===== src/spi_port_pkg.sv =====
// Shared constants, register map and types for the serial port block
// Assumes one 20 MHz system clock and a 32-bit Avalon-MM register bus
// Notes on behaviour
// - Master: a data buffer write starts an exchange with self-made serial clock.
// - Master receive-only: input is sampled only during an exchange started by a buffer write, each byte loads buffer and flags.
// - Idle clock level follows clock polarity; output edge follows clock edge select.
// - Master rate: clk/4, clk/16, clk/64, timer tick/2, or clk/(4*(reload+1)).
// - With clock edge select set, output bit is valid before its first clock edge.
// - Master: sample phase picks sampling at middle or end of data output time.
// - Slave shifts on external clock pulses, flags interrupt when last bit latched.
// - Slave runs from the pin clock, also in sleep; 8 bits set flag and wake.
// - Buffer overwrite enable lets a new byte replace an unread one.
// - Mode field 0100 selects slave with slave select control.
// - Selected slave with select low enables transfer and drives its data output.
// - Select high releases the data output at once, even mid byte.
// - Select high in select mode or port disabled forces bit counter to zero.
// - Master in sleep freezes the transfer and resumes it on wake.
// - After 8 bits the byte enters the buffer, buffer full and flag set.
// - Buffer write during transfer is dropped and sets write collision.
// - Port works only while port enable is set.
package spi_port_pkg;
  localparam int unsigned CLK_HZ              = 20_000_000;
  localparam int unsigned ADDR_W              = 5;
  localparam int unsigned DATA_W              = 32;
  localparam int unsigned BYTE_BITS           = 8;
  localparam logic [4:0]  ADDR_DATA           = 5'h00;
  localparam logic [4:0]  ADDR_CTRL1          = 5'h04;
  localparam logic [4:0]  ADDR_STATUS         = 5'h08;
  localparam logic [4:0]  ADDR_CTRL3          = 5'h0c;
  localparam logic [4:0]  ADDR_RELOAD         = 5'h10;
  localparam logic [4:0]  ADDR_IRQ            = 5'h14;
  localparam logic [7:0]  RESET_BYTE          = 8'h00;
  localparam logic [7:0]  CTRL3_MASK          = 8'h10;
  localparam logic [7:0]  STATUS_WR_MASK      = 8'hc0;
  localparam logic [7:0]  IRQ_MASK            = 8'h03;
  localparam int          BIT_WRITE_COLLISION = 7;
  localparam int          BIT_RX_OVERFLOW     = 6;
  localparam int          BIT_PORT_ENABLE     = 5;
  localparam int          BIT_CLOCK_POLARITY  = 4;
  localparam int          MODE_MSB            = 3;
  localparam int          BIT_SAMPLE_PHASE    = 7;
  localparam int          BIT_CLOCK_EDGE      = 6;
  localparam int          BIT_BUFFER_FULL     = 0;
  localparam int          BIT_OVERWRITE_EN    = 4;
  localparam int          BIT_IRQ_FLAG        = 0;
  localparam int          BIT_IRQ_ENABLE      = 1;
  localparam logic [3:0]  MODE_MASTER_DIV4    = 4'h0;
  localparam logic [3:0]  MODE_MASTER_DIV16   = 4'h1;
  localparam logic [3:0]  MODE_MASTER_DIV64   = 4'h2;
  localparam logic [3:0]  MODE_MASTER_TIMER   = 4'h3;
  localparam logic [3:0]  MODE_SLAVE_SELECT   = 4'h4;
  localparam logic [3:0]  MODE_SLAVE_FREE     = 4'h5;
  localparam logic [3:0]  MODE_MASTER_RELOAD  = 4'ha;
  localparam int          DIV4                = 4;
  localparam int          DIV16               = 16;
  localparam int          DIV64               = 64;
  localparam logic [9:0]  HALF_DIV4           = 10'(DIV4 / 2);
  localparam logic [9:0]  HALF_DIV16          = 10'(DIV16 / 2);
  localparam logic [9:0]  HALF_DIV64          = 10'(DIV64 / 2);
  localparam logic [2:0]  LAST_BIT            = 3'(BYTE_BITS - 1);
  localparam logic [4:0]  STEP_ZERO           = 5'h00;
  localparam logic [4:0]  STEP_FIRST          = 5'h01;
  localparam logic [4:0]  STEP_LAST           = 5'(2 * BYTE_BITS);
  localparam int          SYN_SCLK            = 0;
  localparam int          SYN_SDI             = 1;
  localparam int          SYN_SS              = 2;
  localparam logic [2:0]  SYNC_RESET          = 3'h4;
  typedef enum logic {X_IDLE, X_SHIFT} xfer_state_t;
endpackage


===== src/spi_rate_if.sv =====
// Link between the transfer logic and its bit rate generator
// Assumes both ends run on the same system clock
`timescale 1ns/100ps
interface spi_rate_if;
  logic       run;
  logic       hold;
  logic [3:0] mode;
  logic [7:0] reload;
  logic       timer_tick;
  logic       half_tick;
  modport gen  (input run, hold, mode, reload, timer_tick, output half_tick);
  modport user (output run, hold, mode, reload, timer_tick, input half_tick);
endinterface


===== src/spi_rate_gen.sv =====
// Half bit period tick generator for master mode
// Assumes run is held for a whole transfer and hold freezes the count
`timescale 1ns/100ps
module spi_rate_gen (
  input wire logic clk,
  input wire logic reset,
  spi_rate_if.gen  rif
);
  import spi_port_pkg::*;

  logic [9:0] cnt_q;
  logic [9:0] limit;
  wire        timer_mode = rif.mode == MODE_MASTER_TIMER;
  wire        wrap       = cnt_q == limit - 10'h001;

  // Half period in system clocks for each rate
  always_comb begin
    case (rif.mode)
      MODE_MASTER_DIV16:  limit = HALF_DIV16;
      MODE_MASTER_DIV64:  limit = HALF_DIV64;
      MODE_MASTER_RELOAD: limit = {({1'b0, rif.reload} + 9'h001), 1'b0};
      default:            limit = HALF_DIV4;
    endcase
  end

  // Timer mode toggles the clock once per timer tick
  assign rif.half_tick = rif.run && !rif.hold && (timer_mode ? rif.timer_tick : wrap);

  always_ff @(posedge clk) begin
    if (reset || !rif.run) begin
      cnt_q <= 10'h000;
    end else if (rif.hold) begin
      cnt_q <= cnt_q;
    end else if (timer_mode || wrap) begin
      cnt_q <= 10'h000;
    end else begin
      cnt_q <= cnt_q + 10'h001;
    end
  end
endmodule


===== src/spi_port.sv =====
// Serial port top: register slave, master engine, slave engine, pins
// Assumes pins are asynchronous and the bus master follows Avalon-MM
//
// Added by the designer: register access over Avalon-MM and the register offsets.
`timescale 1ns/100ps
module spi_port (
  input  wire logic                             clk,
  input  wire logic                             reset,
  input  wire logic [spi_port_pkg::ADDR_W-1:0]  avs_address,
  input  wire logic                             avs_read,
  input  wire logic                             avs_write,
  input  wire logic [spi_port_pkg::DATA_W-1:0]  avs_writedata,
  input  wire logic [3:0]                       avs_byteenable,
  output logic      [spi_port_pkg::DATA_W-1:0]  avs_readdata,
  output logic                                  avs_waitrequest,
  input  wire logic                             serial_clock_pin_i,
  output logic                                  serial_clock_pin_o,
  output logic                                  serial_clock_pin_oe_n,
  input  wire logic                             serial_in_pin,
  output logic                                  serial_out_pin_o,
  output logic                                  serial_out_pin_oe_n,
  input  wire logic                             slave_select_pin_n,
  input  wire logic                             second_timer_tick,
  input  wire logic                             sleep_mode,
  output logic                                  wake_req
);
  import spi_port_pkg::*;

  // Register file
  logic [7:0]  buf_q;
  logic [7:0]  ctrl1_q;
  logic [7:0]  ctrl1_d;
  logic [7:0]  stat_q;
  logic [7:0]  stat_d;
  logic [7:0]  ctrl3_q;
  logic [7:0]  reload_q;
  logic [7:0]  irq_q;
  logic [7:0]  irq_d;
  logic        ack_q;
  logic [DATA_W-1:0] readdata_q;
  logic        wake_q;

  // Transfer state
  xfer_state_t xfer_q;
  logic [4:0]  step_q;
  logic        sclk_q;
  logic [2:0]  bit_q;
  logic [7:0]  tx_q;
  logic [7:0]  rx_q;

  // Pin synchronisers
  logic [2:0]  s1_q;
  logic [2:0]  s2_q;
  logic [2:0]  s3_q;
  logic [2:0]  filt_q;
  logic [2:0]  filt_d;

  spi_rate_if rif ();

  spi_rate_gen u_rate (
    .clk   (clk),
    .reset (reset),
    .rif   (rif)
  );

  // Returns {shift, sample} for one clock edge
  function automatic logic [1:0] edge_act(input logic lead, input logic first,
                                          input logic cke, input logic sample_phase,
                                          input logic last);
    logic sh;
    logic sa;
    sh = cke ? !lead : (lead && !first);
    sa = cke ? lead : !lead;
    if (sample_phase) begin
      sa = sh || (!cke && last);
    end
    edge_act = {sh, sa};
  endfunction

  // Control decode
  wire [7:0] wbyte     = avs_writedata[7:0];
  wire [3:0] mode      = ctrl1_q[MODE_MSB:0];
  wire       en        = ctrl1_q[BIT_PORT_ENABLE];
  wire       cpol      = ctrl1_q[BIT_CLOCK_POLARITY];
  wire       cke       = stat_q[BIT_CLOCK_EDGE];
  wire       sample_phase       = stat_q[BIT_SAMPLE_PHASE];
  wire       buffer_overwrite_enable      = ctrl3_q[BIT_OVERWRITE_EN];
  wire       bf        = stat_q[BIT_BUFFER_FULL];
  wire       slave_md  = mode == MODE_SLAVE_SELECT || mode == MODE_SLAVE_FREE;
  wire       is_slave  = en && slave_md;
  wire       is_master = en && !slave_md;
  wire       ss_mode   = is_slave && mode == MODE_SLAVE_SELECT;
  wire       deselect  = ss_mode && filt_q[SYN_SS];
  wire       slave_live = is_slave && !deselect;

  // Bus decode
  wire       req       = avs_read || avs_write;
  wire       fin       = req && ack_q;
  wire       wr        = avs_write && fin && avs_byteenable[0];
  wire       wr_buf    = wr && avs_address == ADDR_DATA;
  wire       wr_ctrl1  = wr && avs_address == ADDR_CTRL1;
  wire       wr_stat   = wr && avs_address == ADDR_STATUS;
  wire       wr_ctrl3  = wr && avs_address == ADDR_CTRL3;
  wire       wr_reload = wr && avs_address == ADDR_RELOAD;
  wire       wr_irq    = wr && avs_address == ADDR_IRQ;
  wire       rd_buf    = avs_read && fin && avs_address == ADDR_DATA;
  wire [7:0] rd_byte   = (avs_address == ADDR_DATA)   ? buf_q    :
                         (avs_address == ADDR_CTRL1)  ? ctrl1_q  :
                         (avs_address == ADDR_STATUS) ? stat_q   :
                         (avs_address == ADDR_CTRL3)  ? ctrl3_q  :
                         (avs_address == ADDR_RELOAD) ? reload_q :
                         (avs_address == ADDR_IRQ)    ? irq_q    : RESET_BYTE;

  // Edge decode
  wire [4:0] k         = step_q + STEP_FIRST;
  wire       sclk_edge = filt_d[SYN_SCLK] != filt_q[SYN_SCLK];
  wire       s_lead    = filt_d[SYN_SCLK] != cpol;
  wire [1:0] act_m     = edge_act(k[0], k == STEP_FIRST, cke, sample_phase, k == STEP_LAST);
  wire [1:0] act_s     = edge_act(s_lead, bit_q == 3'h0, cke, 1'b0, 1'b0);
  wire       m_go      = xfer_q == X_SHIFT && rif.half_tick;
  wire       s_go      = slave_live && sclk_edge;
  wire       do_shift  = (m_go && act_m[1]) || (s_go && act_s[1]);
  wire       do_samp   = (m_go && act_m[0]) || (s_go && act_s[0]);
  wire       m_done    = m_go && k == STEP_LAST;
  wire       s_done    = s_go && act_s[0] && bit_q == LAST_BIT;
  wire       byte_done = m_done || s_done;
  wire [7:0] rx_next   = {rx_q[BYTE_BITS-2:0], filt_d[SYN_SDI]};
  // Byte end on a non-sampling edge keeps the byte already shifted in
  wire [7:0] rx_byte   = do_samp ? rx_next : rx_q;
  wire       load_ok   = !bf || buffer_overwrite_enable;
  wire       busy      = xfer_q == X_SHIFT || (is_slave && bit_q != 3'h0);
  wire       buf_ok    = wr_buf && !busy;
  wire       coll_set  = wr_buf && busy;
  wire       start     = buf_ok && is_master;
  wire       drive     = is_master || (is_slave && !(ss_mode && slave_select_pin_n));

  assign rif.run        = xfer_q == X_SHIFT;
  assign rif.hold       = sleep_mode;
  assign rif.mode       = mode;
  assign rif.reload     = reload_q;
  assign rif.timer_tick = second_timer_tick;

  // Outputs
  assign avs_waitrequest       = req && !ack_q;
  assign avs_readdata          = readdata_q;
  assign serial_clock_pin_o    = sclk_q;
  assign serial_clock_pin_oe_n = !is_master;
  assign serial_out_pin_o      = tx_q[BYTE_BITS-1];
  assign serial_out_pin_oe_n   = !drive;
  assign wake_req              = wake_q;
  assign filt_d                = (s2_q & s3_q) | (filt_q & (s2_q ^ s3_q));

  // Pin sampling
  always_ff @(posedge clk) begin
    if (reset) begin
      s1_q   <= SYNC_RESET;
      s2_q   <= SYNC_RESET;
      s3_q   <= SYNC_RESET;
      filt_q <= SYNC_RESET;
    end else begin
      s1_q   <= {slave_select_pin_n, serial_in_pin, serial_clock_pin_i};
      s2_q   <= s1_q;
      s3_q   <= s2_q;
      filt_q <= filt_d;
    end
  end

  // Bus slave: one wait cycle per access
  always_ff @(posedge clk) begin
    if (reset) begin
      ack_q      <= 1'b0;
      readdata_q <= '0;
    end else begin
      ack_q <= req && !ack_q;
      if (req && !ack_q) begin
        readdata_q <= {{(DATA_W-BYTE_BITS){1'b0}}, rd_byte};
      end
    end
  end

  // Register next values; hardware sets win over software clears
  always_comb begin
    ctrl1_d = wr_ctrl1 ? wbyte : ctrl1_q;
    if (coll_set) begin
      ctrl1_d[BIT_WRITE_COLLISION] = 1'b1;
    end
    if (byte_done && !load_ok) begin
      ctrl1_d[BIT_RX_OVERFLOW] = 1'b1;
    end
  end

  always_comb begin
    stat_d = stat_q;
    if (wr_stat) begin
      stat_d = (wbyte & STATUS_WR_MASK) | (stat_q & ~STATUS_WR_MASK);
    end
    if (rd_buf) begin
      stat_d[BIT_BUFFER_FULL] = 1'b0;
    end
    if (byte_done && load_ok) begin
      stat_d[BIT_BUFFER_FULL] = 1'b1;
    end
  end

  always_comb begin
    irq_d = irq_q;
    if (wr_irq) begin
      irq_d[BIT_IRQ_ENABLE] = wbyte[BIT_IRQ_ENABLE];
      if (wbyte[BIT_IRQ_FLAG]) begin
        irq_d[BIT_IRQ_FLAG] = 1'b0;
      end
    end
    if (byte_done) begin
      irq_d[BIT_IRQ_FLAG] = 1'b1;
    end
  end

  always_ff @(posedge clk) begin
    if (reset) begin
      ctrl1_q  <= RESET_BYTE;
      stat_q   <= RESET_BYTE;
      ctrl3_q  <= RESET_BYTE;
      reload_q <= RESET_BYTE;
      irq_q    <= RESET_BYTE;
      wake_q   <= 1'b0;
    end else begin
      ctrl1_q  <= ctrl1_d;
      stat_q   <= stat_d;
      irq_q    <= irq_d & IRQ_MASK;
      wake_q   <= irq_q[BIT_IRQ_FLAG] && irq_q[BIT_IRQ_ENABLE];
      if (wr_ctrl3) begin
        ctrl3_q <= wbyte & CTRL3_MASK;
      end
      if (wr_reload) begin
        reload_q <= wbyte;
      end
    end
  end

  // Receive buffer
  always_ff @(posedge clk) begin
    if (reset) begin
      buf_q <= RESET_BYTE;
    end else if (buf_ok) begin
      buf_q <= wbyte;
    end else if (byte_done && load_ok) begin
      buf_q <= rx_byte;
    end
  end

  // Shift registers
  always_ff @(posedge clk) begin
    if (reset) begin
      tx_q <= RESET_BYTE;
      rx_q <= RESET_BYTE;
    end else begin
      if (buf_ok) begin
        tx_q <= wbyte;
      end else if (do_shift) begin
        tx_q <= tx_q << 1;
      end
      if (do_samp) begin
        rx_q <= rx_next;
      end
    end
  end

  // Master engine and serial clock
  always_ff @(posedge clk) begin
    if (reset) begin
      xfer_q <= X_IDLE;
      step_q <= STEP_ZERO;
      sclk_q <= 1'b0;
    end else if (!is_master) begin
      xfer_q <= X_IDLE;
      step_q <= STEP_ZERO;
      sclk_q <= cpol;
    end else if (start) begin
      xfer_q <= X_SHIFT;
      step_q <= STEP_ZERO;
    end else if (m_go) begin
      step_q <= k;
      sclk_q <= !sclk_q;
      if (k == STEP_LAST) begin
        xfer_q <= X_IDLE;
      end
    end else if (xfer_q == X_IDLE) begin
      sclk_q <= cpol;
    end
  end

  // Slave bit counter
  always_ff @(posedge clk) begin
    if (reset || !en || deselect) begin
      bit_q <= 3'h0;
    end else if (s_go && act_s[0]) begin
      bit_q <= bit_q + 3'h1;
    end
  end
endmodule


===== config.mk =====
export PLATFORM = sky130hd
export DESIGN_NAME = spi_port
export DESIGN_NICKNAME = d
export VERILOG_FILES = /design/src/spi_port_pkg.sv /design/src/spi_rate_if.sv /design/src/spi_rate_gen.sv /design/src/spi_port.sv
export SDC_FILE = /design/constraint.sdc
export NUM_CORES = 1
export LEC_CHECK = 0
export BUFFER_PORTS_ARGS = -buffer_cell sky130_fd_sc_hd__buf_4
export CELL_PAD_IN_SITES_DETAIL_PLACEMENT = 0
export CELL_PAD_IN_SITES_GLOBAL_PLACEMENT = 1
export CORE_ASPECT_RATIO = 1.4
export CORE_MARGIN = 4
export CORE_UTILIZATION = 42
export DETAILED_ROUTE_END_ITERATION = 10
export PLACE_DENSITY_LB_ADDON = 0.1
export SYNTH_ARGS = -nofsm -noshare
export SYNTH_HDL_FRONTEND = slang
export SYNTH_SLANG_ARGS = --single-unit

===== constraint.sdc =====
create_clock -name clk -period 4.92 [get_ports clk]
set_input_delay 1.23 -clock clk [delete_from_list [all_inputs] [get_ports clk]]
set_output_delay 1.23 -clock clk [all_outputs]
set_load 0.02 [all_outputs]

==> results.cfg, run 1 <==
[floorplanning]
num_rows = 46
overall_die_area_um2 = 13700
initial_utilization_pct = 43.4
top_level_i_o_count = 88
dieWidth_um = 100
die_height_um = 137
design.core.area_um2 = 11500

[placed_design]
detailed_place_hpwl_um = 9400
numPortBuffers = 36
place_congestion = 0.768

[clock_tree]
clk_transition_reported_paths_ns = 0.07
post-cts-setup-buffer-count = 0
cts_buffers = 9
cts_root_buf = sky130_fd_sc_hd__clkbuf_16
post_cts_resize_count = 0
cts.sink_count = 88
worstSkewPairLatency_ns = 0.34
cts_hold_repair.buffers = 0
htree_levels = 3
max-clock-path-buffers = 2
tritoncts = yes

[synth]
count_of_synthesis_stage_warnings_from_yosys = 0
synthDominantCellAreaShare_pct = 35.3
synthesis.area_um2 = 5000
synth.avg_cell_area_um2 = 8.48
yosysSeqAreaShare_pct = 35.3
async_reset_ff_share_pct = 0
synth_edf_count = 0
synth_top_flop_cell = sky130_fd_sc_hd__dfxtp_1
synth.lib_cells_used.distinct = 69
ys_seq_elements = 88
netlist_top_cells_area = sky130_fd_sc_hd__dfxtp_1 35%, sky130_fd_sc_hd__mux2i_1 6.2%, sky130_fd_sc_hd__nor2_1 5.9%
synth_area_leader_cell = sky130_fd_sc_hd__dfxtp_1
instance_count_of_the_mapped_netlist = 589

[timing]
fmax_ghz = 0.231
final_period_minus_worst_setup_slack_ns = 4.33
finalMaxSlewViolations = 0
finalSetupViolations = 0
grt_setup_unrepaired = false
final_min_period_over_clock_period_pct = 88.0
max_slew.worst_pin.slew_ns = 1.11
finalSetupTns_ns = 0
fin_hold_ws_ns = 0.421
hold_viol_final = 0
fin_skew_ns = 0.0104
timing.slew.headroom_pct = 25.6

[critical_path]
crit_slowest_cell = sky130_fd_sc_hd__or3_1
worstPathRequired_ns = 5.18
worst-endpoint-arrival_ns = 4.60
cp_cell_sequence = nor2_1, a22oi_1, nor2_1, ha_1, xnor2_1, a211oi_2, o31ai_1, a211o_1, a2111o_1, nor4_4, a31oi_4, o31a_1, or3_1, o221ai_2
cp-end-kind = flop
start_kind = flop
critPathKind = flop to flop
path_common_cell = sky130_fd_sc_hd__nor2_1
cp_slowest_stage_delay_ns = 0.56
critPathMaxFanout = 10

[global_routing]
grtUsageMet3_pct = 3.16
antenna_found_initial = 0
vias_in_the_first_global_route = 3810
maximum_number_of_pins_on_one_net_before_global_route_repair = 84
grt_remaining_overflow = 0
grt_pass1_wl_um = 20100
globalRoute.busiestLayer = met2
groute.layer.met2.usage_pct = 31.9
grt.total_usage_pct = 18.6
grt_use_met1_pct = 23.2

[layout]
layout-area-overhead-vs-synth_pct = 11.4
n_fill_cell = 1152
layout.nets = 664
layout-drive-gt1-share_pct = 13.8
num_antenna_cells = 0

[route]
avgViaCountPerCell = 5.55
postRouteWirelength_um = 12700
drc = 0
detail_route.first_pass.iterations = 5
wl_per_cell_um = 16.9
dr.first_iter.drc_count = 270
ant_nets = 0
total_number_of_vias = 4168

[power]
irDropWorstVdd_v = 0.000173
power_density_nw_per_um2 = 281
leakage_nw = 2.01
p_total_mw = 1.57

[run]
number_of_violations_of_the_max_capacitance_limit = 0

[run_status]
outcome = finished clean

[worst_hold_path]
worst_hold_path_type = flop to flop
==> registers in the layout, indices dropped and copies added, names as in the netlist <==
| name | cells |
|---|---|
| rx_q | 8 |
| tx_q | 8 |
| ctrl1_q | 8 |
| buf_q | 8 |
| ack_q | 1 |
| rif.run | 1 |
| u_rate.cnt_q | 10 |
| s1_q | 3 |
| irq_q | 2 |
| stat_q | 3 |
| serial_clock_pin_o | 1 |
| reload_q | 8 |
| wake_req | 1 |
| step_q | 5 |
| ctrl3_q | 1 |
| s3_q | 3 |
| avs_readdata | 8 |
| filt_q | 3 |
| s2_q | 3 |
| bit_q | 3 |
==> worst paths after layout <==
| path | from | endpoint | slack [ns] | cells after the start |
|---|---|---|---|---|
| setup / recovery | ctrl1_q[1]$_SDFFE_PP0P_ | buf_q[7]$_SDFFE_PP0P_ | 0.59 | 14 |
| hold / removal | s1_q[2]$_SDFF_PP1_ | s2_q[2]$_SDFF_PP1_ | 0.42 | 1 |
| setup reg to reg | ctrl1_q[1]$_SDFFE_PP0P_ | buf_q[7]$_SDFFE_PP0P_ | 0.59 | 14 |
| hold reg to reg | s1_q[2]$_SDFF_PP1_ | s2_q[2]$_SDFF_PP1_ | 0.42 | 1 |
==> metal layers <==
layer / wire [um] / part of all wire [%] / vias to the layer above
met2: 6580 / 52 / 84
met5: 0 / 0 / -
met4: 256 / 2.0 / 0
li1: - / - / 2073
met1: 5410 / 43 / 1996
met3: 425 / 3.4 / 15
==> layout make-up <==
class                           count  area, um2  share of cell area [%]
Tap cell                          144        180                    3.24
Sequential cell                    88       1760                    31.7
Inverter                           14       52.6                   0.944
Multi-Input combinational cell    446       2920                    52.5
Clock inverter                      7        103                    1.84
Timing Repair Buffer               43        323                    5.80
Clock buffer                        9        225                    4.05
==> kinds of logic (layout without fill, tap and decap cells) <==
group                      after synthesis  in the layout  synth area share [%]
other                                    1             24                0.0751
and+or+nand+nor                        233            233                  23.9
xor gates and xnor gates                27             27                  5.01
muxes                                   34             34                  6.89
AOI/OAI and AO/OA                      116            116                  17.6
DFF                                     88             88                  35.3
buffers and inverters                   78             73                  8.29
adders and majority gates               12             12                  3.01
==> through the flow <==
| stage | std cells | util [%] | setup WS (ns) | instance area (um2) |
|---|---|---|---|---|
| 2_1_floorplan | 612 | - | 0.972 | 5080 |
| 3_3_place_gp | 735 | 45.5 | 0.640 | 5240 |
| 3_5_place_dp | 735 | 45.5 | 0.592 | 5240 |
| 4_1_cts | 751 | 48.3 | 0.555 | 5560 |
| 5_1_grt | 751 | 48.3 | 0.243 | 5560 |
| 6_report | 751 | 48.3 | 0.588 | 5560 |
==> synthesized netlist by cell type, types with 3 or more instances <==
library cell                n
sky130_fd_sc_hd__a211o_1    3
sky130_fd_sc_hd__a211oi_1   5
sky130_fd_sc_hd__a21oi_1   22
sky130_fd_sc_hd__a22oi_1    6
sky130_fd_sc_hd__a311oi_1  11
sky130_fd_sc_hd__a31oi_1    5
sky130_fd_sc_hd__and2_1     3
sky130_fd_sc_hd__and3_1     8
sky130_fd_sc_hd__buf_1      3
sky130_fd_sc_hd__buf_2      4
sky130_fd_sc_hd__buf_4     25
sky130_fd_sc_hd__buf_6      3
sky130_fd_sc_hd__clkbuf_1  29
sky130_fd_sc_hd__dfxtp_1   88
sky130_fd_sc_hd__ha_1      12
sky130_fd_sc_hd__inv_1     14
sky130_fd_sc_hd__mux2_2     3
sky130_fd_sc_hd__mux2i_1   31
sky130_fd_sc_hd__nand2_1   54
sky130_fd_sc_hd__nand2b_1   6
sky130_fd_sc_hd__nand3_1   16
sky130_fd_sc_hd__nand3b_1   4
sky130_fd_sc_hd__nand4_1    3
sky130_fd_sc_hd__nand4b_1  10
sky130_fd_sc_hd__nor2_1    79
sky130_fd_sc_hd__nor2b_1   16
sky130_fd_sc_hd__nor3_1     5
sky130_fd_sc_hd__nor3b_1    7
sky130_fd_sc_hd__nor4_1     3
sky130_fd_sc_hd__nor4b_1    3
sky130_fd_sc_hd__o211ai_1   9
sky130_fd_sc_hd__o21ai_0   20
sky130_fd_sc_hd__o221ai_2   7
sky130_fd_sc_hd__or2_2      4
sky130_fd_sc_hd__or3_1      3
sky130_fd_sc_hd__xnor2_1   17
sky130_fd_sc_hd__xor2_1     9
==> critical path, delay by kind of cell (launching register included) <==
family / cells / cell delay, ns
AOI/OAI and AO/OA: 8 / 2.12
xor gates and xnor gates: 1 / 0.14
adders and majority gates: 1 / 0.32
DFF: 1 / 0.51
and+or+nand+nor: 4 / 1.16
==> placed cells by master (no fill, tap or decap), types with 12 or more instances in the layout <==
master	n
sky130_fd_sc_hd__conb_1	24
sky130_fd_sc_hd__ha_1	12
sky130_fd_sc_hd__inv_1	14
sky130_fd_sc_hd__nand3_1	16
sky130_fd_sc_hd__o21ai_0	20
sky130_fd_sc_hd__mux2i_1	31
sky130_fd_sc_hd__nor2b_1	16
sky130_fd_sc_hd__nand2_1	54
sky130_fd_sc_hd__buf_4	43
sky130_fd_sc_hd__a21oi_1	22
sky130_fd_sc_hd__xnor2_1	17
sky130_fd_sc_hd__dfxtp_1	88
sky130_fd_sc_hd__nor2_1	79
==> report_power, final <==
group | total, mW | internal, mW | switching, mW
registers | 0.724 | 0.720 | 0.00411
clock network | 0.749 | 0.452 | 0.297
logic | 0.0930 | 0.0292 | 0.0638
total | 1.57 | 1.20 | 0.364
No activity file was read; power rests on OpenSTA's default activity.
==> run 2: changes to the inputs <==
--- a/config.mk
+++ b/config.mk
@@ -13,6 +13,7 @@
 export CORE_UTILIZATION = 42
 export DETAILED_ROUTE_END_ITERATION = 10
 export PLACE_DENSITY_LB_ADDON = 0.1
+export RECOVER_POWER = 50
 export SYNTH_ARGS = -nofsm -noshare
 export SYNTH_HDL_FRONTEND = slang
 export SYNTH_SLANG_ARGS = --single-unit
==> run 2 against run 1 <==
The flow now finishes with violations (capacitance limit, slew limit). Global-route usage stayed put. Critical path depth stayed put. Final cell count stayed put. Fmax is 0.60% lower. Clock power hardly changed. Count of clock-buffer cells in the layout stayed put. Sequential power hardly changed.
==> results.cfg, run 2 (synthesis gave the netlist of run 1 again) <==
[critical_path]
start_kind = flop
crit_slowest_cell = sky130_fd_sc_hd__or3_1
worstPathRequired_ns = 5.17
path_common_cell = sky130_fd_sc_hd__nor2_1
cp_slowest_stage_delay_ns = 0.56
cp-end-kind = flop
worstPathBufferInverterCount = 0
cp_top_family = compound AO/OA/AOI/OAI gates
cp_cell_sequence = nor2_1, a22oi_1, nor2_1, ha_1, xnor2_1, a211oi_2, o31ai_1, a211o_1, a2111o_1, nor4_4, a31oi_4, o31a_1, or3_1, o221ai_2
critPathMaxFanout = 10
critPathKind = flop to flop
worst-endpoint-arrival_ns = 4.60

[clock_tree]
post_cts_resize_count = 0
post-cts-setup-buffer-count = 0
worstSkewPairLatency_ns = 0.34
cts_hold_repair.buffers = 0
cts_buffers = 9
cts_root_buf = sky130_fd_sc_hd__clkbuf_16
cts.sink_count = 88
htree_levels = 3
tritoncts = yes
max-clock-path-buffers = 2
clk_transition_reported_paths_ns = 0.07

[route]
met3_wirelength_um = 403
detail_route.first_pass.iterations = 5
wl_met1_um = 5440
met2_routed_wirelength_um = 6620
total_number_of_vias = 4187
postRouteWirelength_um = 12700
dr.first_iter.drc_count = 260
avgViaCountPerCell = 5.58
maxUsedRoutingLayer = met4
wl_per_cell_um = 16.9
drc = 0
ant_nets = 0

[layout]
most_common_cell_after_layout_fill_and_taps_aside = sky130_fd_sc_hd__dfxtp_1
most-common-layout-cells = 88 x sky130_fd_sc_hd__dfxtp_1, 79 x sky130_fd_sc_hd__nor2_1, 54 x sky130_fd_sc_hd__nand2_1, 31 x sky130_fd_sc_hd__mux2i_1, 26 x sky130_fd_sc_hd__buf_4
layout.nets = 664
num_antenna_cells = 0
n_fill_cell = 1173
final_design_area_no_fill_um2 = 5500
largest_register_ff_count = 10
layout-area-overhead-vs-synth_pct = 9.99
top_register = u_rate.cnt_q
layout-drive-gt1-share_pct = 11.0
final_core_utilization_pct = 47.7

[power]
combinationalPowerShare_pct = 5.7
p_int_mw = 1.20
leakage_nw = 1.95
power_density_nw_per_um2 = 284
irDropWorstVdd_v = 0.000173
share_clk_of_total_power_pct = 47.9
sequentialPowerShare_pct = 46.3
switching_power_summed_over_all_nets_mw = 0.365
power_switching_share_pct = 23.4

[floorplanning]
dieWidth_um = 100
num_rows = 46
initial_utilization_pct = 43.4
die_height_um = 137
top_level_i_o_count = 88
design.core.area_um2 = 11500
overall_die_area_um2 = 13700

[timing]
hold_viol_final = 0
finalSetupViolations = 0
timing.slew.headroom_pct = -35.2
max_slew.worst_pin.slew_ns = 2.00
fin_skew_ns = 0.0109
finalSetupTns_ns = 0
final_period_minus_worst_setup_slack_ns = 4.36
finalMaxSlewViolations = 97
fin_hold_ws_ns = 0.420
final_min_period_over_clock_period_pct = 88.6
fmax_ghz = 0.229
grt_setup_unrepaired = false

[global_routing]
vias_in_the_first_global_route = 3810
antenna_found_initial = 0
grt_pass1_wl_um = 20100
maximum_number_of_pins_on_one_net_before_global_route_repair = 84
grt.total_usage_pct = 18.6
grt_remaining_overflow = 0

[placed_design]
detailed_place_hpwl_um = 9400
place_congestion = 0.768
place_area_um2 = 5240
numPortBuffers = 36

[worst_hold_path]
worst_hold_path_type = flop to flop

[run_status]
violations_in_the_final_reports = capacitance limit, slew limit
outcome = finished, violations left

[run]
number_of_violations_of_the_max_capacitance_limit = 2
## run 2: per-layer routing
layer / up-vias / track usage [%]
met3: 16 / 3.16
li1: 2076 / -
met4: 0 / 6.74
met5: - / 0
met2: 88 / 31.9
met1: 2007 / 23.2
## run 2: cell type report
| type | count | area (um2) | area share, % |
|---|---|---|---|
| Inverter | 14 | 52.6 | 0.956 |
| Multi-Input combinational cell | 446 | 2910 | 53.0 |
| Sequential cell | 88 | 1760 | 32.1 |
| Tap cell | 144 | 180 | 3.28 |
| Clock buffer | 9 | 225 | 4.10 |
| Timing Repair Buffer | 43 | 260 | 4.74 |
| Clock inverter | 7 | 103 | 1.87 |
## run 2: power by group through the flow
stage          sequential (mW)  clock, mW  combinational, mW
2_1_floorplan            0.744          0             0.0669
3_3_place_gp             0.740          0             0.0917
3_5_place_dp             0.741          0             0.0923
4_1_cts                  0.724      0.773             0.0925
5_1_grt                  0.725      0.798             0.0960
6_report                 0.724      0.749             0.0891
## run 2: path summary, 6_finish.rpt
kind	slack, ns	end	from	cells after the start
max	0.56	buf_q[7]$_SDFFE_PP0P_	ctrl1_q[1]$_SDFFE_PP0P_	14
min	0.42	s2_q[2]$_SDFF_PP1_	s1_q[2]$_SDFF_PP1_	1
max reg2reg	0.56	buf_q[7]$_SDFFE_PP0P_	ctrl1_q[1]$_SDFFE_PP0P_	14
min reg2reg	0.42	s2_q[2]$_SDFF_PP1_	s1_q[2]$_SDFF_PP1_	1
## run 2: per-stage QoR
| step | cells | power, mW | worst slack, ns |
|---|---|---|---|
| after floorplan | 612 | 0.811 | 0.972 |
| after global placement | 735 | 0.832 | 0.640 |
| after detailed placement | 735 | 0.833 | 0.592 |
| after CTS | 751 | 1.59 | 0.555 |
| after global routing | 751 | 1.62 | 0.218 |
| final | 751 | 1.56 | 0.563 |
==> run 3: changes to the inputs <==
--- a/config.mk
+++ b/config.mk
@@ -10,7 +10,7 @@
 export CELL_PAD_IN_SITES_GLOBAL_PLACEMENT = 1
 export CORE_ASPECT_RATIO = 1.4
 export CORE_MARGIN = 4
-export CORE_UTILIZATION = 42
+export CORE_UTILIZATION = 30
 export DETAILED_ROUTE_END_ITERATION = 10
 export PLACE_DENSITY_LB_ADDON = 0.1
 export RECOVER_POWER = 50
==> run 3 against run 2 <==
The flow still finishes with violations (capacitance limit, slew limit). Sequential cell count stayed put. Count of clock-buffer cells in the layout stayed put. First-iteration DRC count is 16% higher. Clock power is 6.8% lower. Fmax is 2.8% higher. Die area is 37% higher. Design area is 0.80% higher. Sequential share of layout area is 0.25 points lower. Largest power group is now registers. Highest routed layer unchanged.
==> results.cfg, run 3 (synthesis gave the netlist of run 1 again) <==
[critical_path]
cp_cell_sequence = nor2_1, a22oi_1, nor2_1, ha_1, xnor2_1, a211oi_2, o31ai_1, a211o_1, a2111o_1, nor4_4, a31oi_4, o31a_1, or3_1, o221ai_2
worstPathBufferInverterCount = 0
crit_path_start = ctrl1_q[1]$_SDFFE_PP0P_
worst-endpoint-arrival_ns = 4.49
worst-r2r-cell-count = 14
crit_end = buf_q[7]$_SDFFE_PP0P_
path_common_cell = sky130_fd_sc_hd__nor2_1
rrSetupSlack_ns = 0.68
cp_slowest_stage_delay_ns = 0.52
r2r-end = buf_q[7]$_SDFFE_PP0P_
critPathKind = flop to flop
worstPathRequired_ns = 5.17
start_kind = flop
cp-end-kind = flop
critPathMaxFanout = 10
cp_top_family = compound AO/OA/AOI/OAI gates
worst_r2r_startpoint = ctrl1_q[1]$_SDFFE_PP0P_
number_of_stages_on_the_worst_setup_path = 14
crit_slowest_cell = sky130_fd_sc_hd__dfxtp_1

[route]
dr.first_iter.drc_count = 301
detail_route.first_pass.iterations = 4
total_number_of_vias = 4128
drc = 0
ant_nets = 0
postRouteWirelength_um = 14000
avgViaCountPerCell = 5.12
wl_per_cell_um = 17.4

[timing]
finalSetupViolations = 0
setup_slack_ns = 0.682
fin_skew_ns = 0.00733
fmax_ghz = 0.236
timing.slew.headroom_pct = -38.5
finalMaxSlewViolations = 97
fin_hold_ws_ns = 0.407
hold_viol_final = 0
grt_setup_unrepaired = false
final_min_period_over_clock_period_pct = 86.1
max_slew.worst_pin.slew_ns = 2.05
final_period_minus_worst_setup_slack_ns = 4.24
finalSetupTns_ns = 0

[global_routing]
grt_pass1_wl_um = 22300
antenna_found_initial = 0
vias_in_the_first_global_route = 4018
grt_remaining_overflow = 0
grt.total_usage_pct = 15.5
maximum_number_of_pins_on_one_net_before_global_route_repair = 84

[floorplanning]
num_rows = 55
top_level_i_o_count = 88
die_height_um = 161
overall_die_area_um2 = 18800
design.core.area_um2 = 16200
dieWidth_um = 117
initial_utilization_pct = 30.8

[placed_design]
detailed_place_hpwl_um = 10500
place_congestion = 0.753
numPortBuffers = 36
dp.cells = 791
post-place-ws_ns = 0.678
place_area_um2 = 5310

[layout]
final_design_area_no_fill_um2 = 5540
post_layout_nonfiller_instances = 807
most-common-layout-cells = 88 x sky130_fd_sc_hd__dfxtp_1, 79 x sky130_fd_sc_hd__nor2_1, 54 x sky130_fd_sc_hd__nand2_1, 31 x sky130_fd_sc_hd__mux2i_1, 27 x sky130_fd_sc_hd__buf_4
multi_input_comb_area_um2 = 2910
most_common_cell_after_layout_fill_and_taps_aside = sky130_fd_sc_hd__dfxtp_1
n_fill_cell = 1733
layout.nets = 665
layout-area-overhead-vs-synth_pct = 10.9
num_antenna_cells = 0
largest_register_ff_count = 10
final_core_utilization_pct = 34.1
layout.area.seq_um2 = 1760
top_register = u_rate.cnt_q
layout-drive-gt1-share_pct = 11.2

[power]
irDropWorstVdd_v = 0.000123
leakage_nw = 1.94
p_total_mw = 1.51
power_density_nw_per_um2 = 273

[clock_tree]
clk_transition_reported_paths_ns = 0.07
cts.sink_count = 88
tritoncts = yes
cts_buffers = 9
cts_hold_repair.buffers = 0
cts_root_buf = sky130_fd_sc_hd__clkbuf_16
post_cts_resize_count = 0
worstSkewPairLatency_ns = 0.35
max-clock-path-buffers = 2
post-cts-setup-buffer-count = 0
htree_levels = 3

[run_status]
violations_in_the_final_reports = capacitance limit, slew limit
outcome = finished, violations left

[worst_hold_path]
hold_path_startpoint = s1_q[2]$_SDFF_PP1_
worst_hold_path_type = flop to flop

[run]
number_of_violations_of_the_max_capacitance_limit = 2
## run 3: changes by cell type in the layout (fill, tap and decap cells not counted)
cell / delta
sky130_fd_sc_hd__clkinvlp_4: +1
sky130_fd_sc_hd__bufinv_16: -1
sky130_fd_sc_hd__inv_6: -1
sky130_fd_sc_hd__clkinv_2: +2
sky130_fd_sc_hd__buf_4: +1
sky130_fd_sc_hd__inv_8: -1
## run 3: routing by layer
| metal | share of wire (%) | vias to the layer above | track usage, % |
|---|---|---|---|
| met4 | 1.6 | 0 | 5.32 |
| met2 | 52 | 61 | 26.4 |
| met5 | 0 | - | 0 |
| met1 | 44 | 1975 | 19.4 |
| li1 | - | 2077 | - |
| met3 | 2.6 | 15 | 2.53 |
## run 3: worst min path at each step
stage                              end  slack, ns  cells after the start
finish              s2_q[2]$_SDFF_PP1_       0.41                      1
global route        s2_q[2]$_SDFF_PP1_       0.43                      1
CTS                 s2_q[2]$_SDFF_PP1_       0.41                      1
detailed placement  s2_q[2]$_SDFF_PP1_       0.39                      1
global placement    s2_q[2]$_SDFF_PP1_       0.40                      1
floorplan           s2_q[2]$_SDFF_PP1_       0.39                      1
## run 3: layout make-up
| class | count | area share (%) |
|---|---|---|
| clock buffers | 9 | 4.07 |
| clock inverters | 7 | 1.26 |
| inverters | 14 | 0.949 |
| multi-input cells | 446 | 52.6 |
| flip-flops and latches | 88 | 31.8 |
| well taps | 199 | 4.50 |
| repair buffers | 44 | 4.83 |
## run 3: power breakdown
part | internal, mW | total (mW) | switching, mW
sequential | 0.720 | 0.724 | 0.00399
clock | 0.394 | 0.698 | 0.305
combinational | 0.0254 | 0.0894 | 0.0641
## run 3: worst reg2reg max path, cell delays in order, from the launching register on
cell	delay (ns)
sky130_fd_sc_hd__dfxtp_1	0.52
sky130_fd_sc_hd__nor2_1	0.14
sky130_fd_sc_hd__a22oi_1	0.30
sky130_fd_sc_hd__nor2_1	0.08
sky130_fd_sc_hd__ha_1	0.31
sky130_fd_sc_hd__xnor2_1	0.14
sky130_fd_sc_hd__a211oi_2	0.19
sky130_fd_sc_hd__o31ai_1	0.10
sky130_fd_sc_hd__a211o_1	0.28
sky130_fd_sc_hd__a2111o_1	0.32
sky130_fd_sc_hd__nor4_4	0.42
sky130_fd_sc_hd__a31oi_4	0.23
sky130_fd_sc_hd__o31a_1	0.37
sky130_fd_sc_hd__or3_1	0.52
sky130_fd_sc_hd__o221ai_2	0.22
